==> src/hdl/sisp_consts.svh <==
// constants for the sensor i2c slave port
// assumes inclusion by the package and the design module only
`ifndef SISP_CONSTS_SVH
`define SISP_CONSTS_SVH
`define SISP_ADDR_BASE   7'h6A
`define SISP_ADDR_W      7
`define SISP_RADDR_W     7
`define SISP_INC_BIT     7
`define SISP_BIT_LAST    3'h7
`define SISP_STD_KHZ     100
`define SISP_FAST_KHZ    400
`define SISP_MCLK_MHZ    200
`endif

==> src/hdl/sisp_pkg.sv <==
// types for the sensor i2c slave port
// assumes sisp_consts.svh sits beside it
`default_nettype none
`include "sisp_consts.svh"
package sisp_pkg;
  // register-side access strobe with its data
  typedef struct packed {
    logic       wr;
    logic       rd;
    logic [6:0] addr;
    logic [7:0] data;
  } sisp_acc_s;
  // bus-side state, one-hot
  typedef enum logic [5:0] {
    ST_IDLE = 6'b00_0001,
    ST_ADDR = 6'b00_0010,
    ST_AACK = 6'b00_0100,
    ST_WBYT = 6'b00_1000,
    ST_RBYT = 6'b01_0000,
    ST_RACK = 6'b10_0000
  } sisp_st_e;
endpackage : sisp_pkg
`default_nettype wire

==> src/hdl/sisp_slave.sv <==
// i2c slave port giving a host access to the configuration registers
// assumes scl and sda come from pins and are synchronised here;
// the register file answers reads combinationally on REG_RDATA
`default_nettype none
`include "sisp_consts.svh"
module sisp_slave
  import sisp_pkg::*;
(
  input  wire logic       MCLK,
  input  wire logic       RESET,
  input  wire logic       SCL_IN,
  input  wire logic       SDA_IN,
  input  wire logic       ADDR_LSB_SELECT_PIN,
  output var  logic       SDA_OUT,
  output var  logic       SDA_OE,
  output var  logic       REG_WR,
  output var  logic       REG_RD,
  output var  logic [6:0] REG_ADDR,
  output var  logic [7:0] REG_WDATA,
  input  wire logic [7:0] REG_RDATA
);
  // ==========================================================
  // pin synchronisers
  // ==========================================================
  // two stages each; the first stage feeds only the second
  logic [1:0] scl_sy_ff, sda_sy_ff, sel_sy_ff;
  logic       scl_d_ff, sda_d_ff;
  always_ff @(posedge MCLK or posedge RESET)
    if (RESET)
    begin
      scl_sy_ff <= 2'h3;
      sda_sy_ff <= 2'h3;
      sel_sy_ff <= 2'h0;
      scl_d_ff  <= 1'b1;
      sda_d_ff  <= 1'b1;
    end
    else
    begin
      scl_sy_ff <= {scl_sy_ff[0], SCL_IN};
      sda_sy_ff <= {sda_sy_ff[0], SDA_IN};
      sel_sy_ff <= {sel_sy_ff[0], ADDR_LSB_SELECT_PIN};
      scl_d_ff  <= scl_sy_ff[1];
      sda_d_ff  <= sda_sy_ff[1];
    end

  // edge and condition detection on the synchronised lines
  // oversampling by mclk
  // 200 MHz gives 260 samples of the shortest 1300 ns low phase
  logic scl_s, sda_s, scl_rise, scl_fall, start_c, stop_c;
  assign scl_s    = scl_sy_ff[1];
  assign sda_s    = sda_sy_ff[1];
  assign scl_rise = scl_s & ~scl_d_ff;
  assign scl_fall = ~scl_s & scl_d_ff;
  assign start_c  = scl_s & scl_d_ff & sda_d_ff & ~sda_s;
  assign stop_c   = scl_s & scl_d_ff & ~sda_d_ff & sda_s;

  // own address follows the select pin
  logic [6:0] own_addr;
  assign own_addr = `SISP_ADDR_BASE | {6'h00, sel_sy_ff[1]};   // base has bit 0 clear

  // ==========================================================
  // protocol state
  // ==========================================================
  sisp_st_e   st_ff, nxt_st;
  logic [2:0] bit_ff, nxt_bit;
  logic [7:0] sh_ff, nxt_sh;
  logic       rw_ff, nxt_rw;
  logic       first_ff, nxt_first;   // next written byte is register address
  logic       inc_ff, nxt_inc;
  logic       nack_ff, nxt_nack;     // master refused a read byte
  logic       drv_ff, nxt_drv;       // pull sda low after next fall
  logic       oe_ff, nxt_oe;
  sisp_acc_s  acc_ff, nxt_acc;

  // next-state computation; sda changes only on scl fall
  always_comb
  begin
    nxt_st    = st_ff;
    nxt_bit   = bit_ff;
    nxt_sh    = sh_ff;
    nxt_rw    = rw_ff;
    nxt_first = first_ff;
    nxt_inc   = inc_ff;
    nxt_nack  = nack_ff;
    nxt_drv   = drv_ff;
    nxt_oe    = oe_ff;
    nxt_acc   = acc_ff;
    nxt_acc.wr = 1'b0;
    nxt_acc.rd = 1'b0;
    if (start_c)
    begin
      // repeated start keeps register address for a read-back
      nxt_st  = ST_ADDR;
      nxt_bit = 3'h0;
      nxt_oe  = 1'b0;
      nxt_drv = 1'b0;
    end
    else if (stop_c)
    begin
      nxt_st = ST_IDLE;
      nxt_oe = 1'b0;
    end
    else
    begin
      case (st_ff)
        ST_IDLE: nxt_oe = 1'b0;
        ST_ADDR, ST_WBYT:
        begin
          if (scl_fall)
            nxt_oe = 1'b0;
          if (scl_rise)
          begin
            nxt_sh  = {sh_ff[6:0], sda_s};
            nxt_bit = bit_ff + 3'h1;
            if (bit_ff == `SISP_BIT_LAST)
            begin
              if (st_ff == ST_ADDR)
              begin
                if (sh_ff[6:0] == own_addr)
                begin
                  nxt_st    = ST_AACK;
                  nxt_rw    = sda_s;
                  nxt_drv   = 1'b1;
                  nxt_first = ~sda_s;
                end
                else
                  nxt_st = ST_IDLE;
              end
              else if (first_ff)
              begin
                // top bit is the increment flag
                nxt_inc      = sh_ff[`SISP_INC_BIT - 1];
                nxt_acc.addr = {sh_ff[5:0], sda_s};
                nxt_first    = 1'b0;
                nxt_st       = ST_AACK;
                nxt_drv      = 1'b1;
              end
              else
              begin
                nxt_acc.wr   = 1'b1;
                nxt_acc.data = {sh_ff[6:0], sda_s};
                nxt_st       = ST_AACK;
                nxt_drv      = 1'b1;
              end
            end
          end
        end
        ST_AACK:
        begin
          // ack held low for the ninth clock
          if (scl_fall && drv_ff)
          begin
            nxt_oe  = 1'b1;
            nxt_drv = 1'b0;
          end
          else if (scl_fall)
          begin
            nxt_bit = 3'h0;
            if (rw_ff)
            begin
              // register read, first bit driven now
              nxt_acc.rd = 1'b1;
              nxt_sh     = REG_RDATA;
              nxt_oe     = ~REG_RDATA[7];
              nxt_st     = ST_RBYT;
            end
            else
            begin
              nxt_oe = 1'b0;
              nxt_st = ST_WBYT;
            end
          end
        end
        ST_RBYT:
        begin
          if (scl_rise)
            nxt_bit = bit_ff + 3'h1;
          if (scl_fall)
          begin
            if (bit_ff == 3'h0)
            begin
              nxt_oe = 1'b0;
              nxt_st = ST_RACK;
            end
            else
              nxt_oe = ~sh_ff[`SISP_BIT_LAST - bit_ff];
          end
        end
        ST_RACK:
        begin
          if (scl_rise)
            nxt_nack = sda_s;
          // master ack: next byte's top bit goes out at this fall
          if (scl_fall && !nack_ff)
          begin
            nxt_bit    = 3'h0;
            nxt_acc.rd = 1'b1;
            nxt_sh     = REG_RDATA;
            nxt_oe     = ~REG_RDATA[7];
            nxt_st     = ST_RBYT;
          end
          else if (scl_fall)
            nxt_st = ST_IDLE;
        end
        default: nxt_st = ST_IDLE;
      endcase
      // step address after each data byte
      if (inc_ff && (acc_ff.wr || acc_ff.rd))
        nxt_acc.addr = acc_ff.addr + 7'h01;
    end
  end

  // registers only
  always_ff @(posedge MCLK or posedge RESET)
    if (RESET)
    begin
      st_ff    <= ST_IDLE;
      bit_ff   <= 3'h0;
      sh_ff    <= 8'h00;
      rw_ff    <= 1'b0;
      first_ff <= 1'b0;
      inc_ff   <= 1'b0;
      nack_ff  <= 1'b0;
      drv_ff   <= 1'b0;
      oe_ff    <= 1'b0;
      acc_ff   <= '0;
    end
    else
    begin
      st_ff    <= nxt_st;
      bit_ff   <= nxt_bit;
      sh_ff    <= nxt_sh;
      rw_ff    <= nxt_rw;
      first_ff <= nxt_first;
      inc_ff   <= nxt_inc;
      nack_ff  <= nxt_nack;
      drv_ff   <= nxt_drv;
      oe_ff    <= nxt_oe;
      acc_ff   <= nxt_acc;
    end

  // outputs straight from flip-flops; open drain so data is always 0
  assign SDA_OUT   = 1'b0;
  assign SDA_OE    = oe_ff;
  assign REG_WR    = acc_ff.wr;
  assign REG_RD    = acc_ff.rd;
  assign REG_ADDR  = acc_ff.addr;
  assign REG_WDATA = acc_ff.data;

  // ==========================================================
  // assertions
  // ==========================================================
  // no ack unless the address matched
  ack_needs_match_a: assert property (@(posedge MCLK) disable iff (RESET)
    $rose(st_ff == ST_AACK) && $past(st_ff) == ST_ADDR |-> $past(sh_ff[6:0]) == own_addr)
    else $error("ack without address match");
  // own address for either select level gets an ack
  own_addr_lsb_a: assert property (@(posedge MCLK) disable iff (RESET)
    st_ff == ST_ADDR && scl_rise && bit_ff == `SISP_BIT_LAST
    && sh_ff[6:0] == (`SISP_ADDR_BASE | {6'h00, sel_sy_ff[1]}) |=> st_ff == ST_AACK)
    else $error("own address not acknowledged");
  idle_release_a: assert property (@(posedge MCLK) disable iff (RESET)
    st_ff == ST_IDLE && $past(st_ff) == ST_IDLE |-> !oe_ff)
    else $error("sda driven while idle");
  addr_step_a: assert property (@(posedge MCLK) disable iff (RESET)
    acc_ff.wr && inc_ff && !start_c && !stop_c |=> acc_ff.addr == $past(acc_ff.addr) + 7'h01)
    else $error("address not incremented");
  strobe_pulse_a: assert property (@(posedge MCLK) disable iff (RESET)
    acc_ff.wr |=> !acc_ff.wr)
    else $error("write strobe too long");
  stop_idle_a: assert property (@(posedge MCLK) disable iff (RESET)
    stop_c && !start_c |=> st_ff == ST_IDLE && !oe_ff)
    else $error("stop not honoured");
  write_seen_c: cover property (@(posedge MCLK) disable iff (RESET) acc_ff.wr);
  read_seen_c: cover property (@(posedge MCLK) disable iff (RESET) acc_ff.rd);
  inc_seen_c: cover property (@(posedge MCLK) disable iff (RESET) acc_ff.wr && inc_ff);
endmodule : sisp_slave
`default_nettype wire

==> config.mk <==
export PLATFORM = sky130hd
export DESIGN_NAME = sisp_slave
export DESIGN_NICKNAME = d
export VERILOG_FILES = /design/src/hdl/sisp_pkg.sv /design/src/hdl/sisp_slave.sv
export VERILOG_INCLUDE_DIRS = /design/src /design/src/hdl
export SDC_FILE = /design/constraint.sdc
export NUM_CORES = 1
export LEC_CHECK = 0
export BUFFER_PORTS_ARGS = -buffer_cell sky130_fd_sc_hd__buf_2
export CAP_MARGIN = 20
export CORE_MARGIN = 2
export CORE_UTILIZATION = 58
export CTS_CLUSTER_SIZE = 20
export DETAILED_ROUTE_END_ITERATION = 8
export GPL_ROUTABILITY_DRIVEN = 0
export PLACE_DENSITY = 0.76
export SLEW_MARGIN = 5
export SYNTH_ARGS = -nofsm -noshare
export SYNTH_HDL_FRONTEND = slang
export SYNTH_SLANG_ARGS = --single-unit
export TNS_END_PERCENT = 1
==> constraint.sdc <==
create_clock -name MCLK -period 2.5 [get_ports MCLK]
set_input_delay 0.5 -clock MCLK [delete_from_list [all_inputs] [get_ports MCLK]]
set_output_delay 0.5 -clock MCLK [all_outputs]
set_load 0.02 [all_outputs]
==> flow_metrics.env <==
export IMPL_worstPathArrival_ps=2480
export IMPL_leakage_uw=0.00139
export IMPL_worstSkewPairLatency_ps=300
export IMPL_ys_async_sr_fraction_pct=100
export IMPL_cp_slowest_stage_delay_ps=460
export IMPL_p_int_uw=1240
export IMPL_rr_startpoint="st_ff[0]"
export IMPL_p_comb_share_pct=21.2
export IMPL_sw_frac_of_total_pct=30.2
export IMPL_ctsHoldBuffers=0
export IMPL_core_sq_mm=0.00438
export IMPL_period_minus_slack_ps=2290
export IMPL_hold_path_startpoint="SDA_IN"
export IMPL_drc_errors=0
export IMPL_ys_top_cells_by_area="dfrtp_1 39%, mux2_2 13%, dfstp_2 7.0%"
export IMPL_cap_violations=0
export IMPL_yosysMostFrequentCell="dfrtp_1"
export IMPL_synth_flop_cell="dfrtp_1"
export IMPL_syn_nets=264
export IMPL_clock_sinks=48
export IMPL_hold_class="input port to flop"
export IMPL_crit_path_start_kind="flop"
export IMPL_ys_seq_area_share_pct=45.8
export IMPL_switchingPower_uw=537
export IMPL_dpl_hpwl_mm=4.02
export IMPL_ys_top_cells_by_count="41 x dfrtp_1, 31 x mux2_2, 19 x nand2_1, 17 x o21ai_0, 16 x nor2_1"
export IMPL_htreeDepth=2
export IMPL_slew_headroom_pct=53.9
export IMPL_cp_cell_sequence="or2_2, nor4_1, a21boi_1, nor4_4, buf_4, mux2_2"
export IMPL_grt_pass1_vias=1953
export IMPL_ys_seq_elements=48
export IMPL_floorplan_die_width_um=71.5
export IMPL_grt_first_pass_wirelength_mm=9.47
export IMPL_io_buffers=30
export IMPL_fin_crit_sh_pct=91.6
export IMPL_die_y_um=71.5
export IMPL_placed_cell_area_sq_mm=0.00286
export IMPL_pwr_share_clk_pct=28.0
export IMPL_post_cts_setup_buffer_count=0
export IMPL_slowest_stage="nor4_1"
export IMPL_cts_tree="built"
export IMPL_timing_hold_ws_ps=294
export IMPL_overflow=0
export IMPL_n_antenna_cell=0
export IMPL_dr_pass1_iters=4
export IMPL_path_max_fanout=8
export IMPL_stdcell_area_sq_mm=0.00295
export IMPL_io_pins=32
export IMPL_outcome="finished, final reports clean"
export IMPL_totalPowerFinal_uw=1780
export IMPL_preCtsSetupSlack_ps=248
export IMPL_clk_pin_slew_ps=100
export IMPL_routedWlPerCell_um=16.7
export IMPL_yosysWarnings=0
export IMPL_end_kind="flop"
export IMPL_syn_instance_count=247
export IMPL_fill_cells=355
export IMPL_worst_pin_slew_ps=687
export IMPL_yosys_cell_types_count=55
export IMPL_final_hold_viol_count=0
export IMPL_grt_total_usage_pct=23.9
export IMPL_vias=2043
export IMPL_synth_top_area_share_pct=38.8
export IMPL_grt_start_max_net_pins=49
export IMPL_cts_resized=0
export IMPL_rr_endpoint="sh_ff[4]"
export IMPL_yosys_area_top_type="dfrtp_1"
export IMPL_synth_edff_count=0
export IMPL_hold_end="sda_sy_ff[0]"
export IMPL_r2r_slack_ps=210
export IMPL_drv_slew=0
export IMPL_worstSetupPathType="flop to flop"
export IMPL_viasPerCell=6.10
export IMPL_clock_path_buffers=2
export IMPL_layout_setup_ws_ps=211
export IMPL_totalWireLength_mm=5.60
export IMPL_fmax_ghz=0.437
export IMPL_numCtsBuffers=5
export IMPL_whs_path_depth=1
export IMPL_drive_gt1_share_pct=33.2
export IMPL_drtIter0Drc=144
export IMPL_crit_required_ps=2690
export IMPL_r2r_cells=6
export IMPL_area_delta_synth_final_pct=11.8
export IMPL_synth_area_sq_mm=0.00264
export IMPL_syn_avg_cell_area_sq_um=10.7
export IMPL_finalSetupViolCount=0
export IMPL_initial_core_util_pct=60.2
export IMPL_fin_skew_ps=10.7
export IMPL_ant_nets=0
export IMPL_sequentialPowerShare_pct=50.7
export IMPL_die_area_sq_mm=0.00511
export IMPL_cts_root_buf="clkbuf_8"
export IMPL_grt_antenna_before_repair=0
export IMPL_rows=24
export IMPL_fin_nets=299
export IMPL_setup_tns_final_ps=0
export IMPL_rsz0062_at_grt="no"
export IMPL_cellPowerDensity_mw_per_mm2=603
export IMPL_ir_worst_vdd_v=0.000496
## placed cells by master, fill, tap and decap left out, types with 2 or more instances in the layout
| master | netlist | routed |
|---|---|---|
| clkbuf_8 | 0 | 6 |
| nand4b_1 | 2 | 2 |
| o21ai_0 | 17 | 17 |
| mux4_2 | 2 | 2 |
| nor4_1 | 3 | 3 |
| o21a_1 | 2 | 2 |
| inv_1 | 5 | 4 |
| nand3_1 | 6 | 6 |
| mux2_2 | 31 | 31 |
| nand2b_1 | 4 | 4 |
| o21bai_1 | 2 | 2 |
| nor2_1 | 16 | 16 |
| nor3b_1 | 2 | 2 |
| buf_2 | 3 | 30 |
| and3_1 | 3 | 3 |
| a31oi_1 | 2 | 2 |
| nor3_1 | 9 | 9 |
| xor2_1 | 5 | 5 |
| nor2b_1 | 6 | 6 |
| and3b_1 | 2 | 2 |
| dfstp_2 | 7 | 7 |
| dfrtp_1 | 41 | 41 |
| mux2i_1 | 4 | 4 |
| nand2_1 | 19 | 19 |
| ha_1 | 4 | 4 |
| or3_1 | 2 | 2 |
| nand4_1 | 3 | 3 |
| a21oi_1 | 12 | 12 |
| nor4b_1 | 2 | 2 |
| buf_4 | 1 | 8 |
## power groups by stage
stage | clock [uW] | sequential [uW] | combinational (uW)
after floorplan | 0 | 888 | 308
after global routing | 538 | 916 | 418
after CTS | 505 | 902 | 380
after detailed placement | 0 | 917 | 376
after global placement | 0 | 913 | 367
final | 499 | 903 | 378
## metrics by stage
| stage | utilization [%] | instances |
|---|---|---|
| floorplan | - | 247 |
| global placement | 65.2 | 327 |
| detailed placement | 65.2 | 327 |
| CTS | 67.4 | 335 |
| global route | 67.4 | 335 |
| finish | 67.4 | 335 |
## logic make-up after synthesis
logic type / Yosys count / share of synthesized area [%]
muxes: 37 / 16.4
buffers and inverters: 15 / 2.98
DFF: 48 / 45.8
AOI/OAI and AO/OA: 49 / 12.5
other: 1 / 0.142
adders and majority gates: 4 / 1.89
and+or+nand+nor: 87 / 18.2
xor gates and xnor gates: 6 / 1.99
## per-layer routing
layer  vias up  routed length, um  global-route usage [%]  share of wire, %
met1      1012               2610                    34.2                47
li1        975                  -                       -                 -
met2        50               2670                    37.1                48
met5         -                  0                       0                 0
met4         0                 57                    7.97               1.0
met3         6                259                    4.50               4.6
## worst max-delay path by stage
stage	startpoint	to	slack (ps)	cells past startpoint
global placement	st_ff[0]	sh_ff[5]	210	6
global route	st_ff[2]	sh_ff[2]	50	6
finish	st_ff[0]	sh_ff[4]	210	6
detailed placement	st_ff[0]	sh_ff[2]	250	6
floorplan	sda_sy_ff[1]	sh_ff[0]	340	6
CTS	st_ff[0]	sh_ff[2]	220	6
## flip-flops by register name (all words and copies together) (netlist names)
| signal | flops |
|---|---|
| REG_ADDR | 7 |
| rw_ff | 1 |
| sda_d_ff | 1 |
| sda_sy_ff | 2 |
| bit_ff | 3 |
| REG_WR | 1 |
| scl_d_ff | 1 |
| first_ff | 1 |
| SDA_OE | 1 |
| inc_ff | 1 |
| drv_ff | 1 |
| nack_ff | 1 |
| sh_ff | 8 |
| sel_sy_ff | 2 |
| REG_RD | 1 |
| REG_WDATA | 8 |
| st_ff | 6 |
| scl_sy_ff | 2 |
## critical path: cells and delay by family (launching register included)
kind	cells	cell delay [ps]
DFF	1	420
muxes	1	350
and+or+nand+nor	3	1010
buffers and inverters	1	210
AOI/OAI and AO/OA	1	190
## layout make-up
class                      instances  area (sq um)  share of cell area, %
multi-input combinational        184          1350                   45.8
clock inverter                     2          13.8                  0.466
inverter                           5          18.8                  0.636
tap                               52          65.1                   2.20
timing repair buffer              38           210                   7.12
clock buffer                       6          82.6                   2.80
sequential                        48          1210                   41.0
Power figures use the tool's default switching activity.
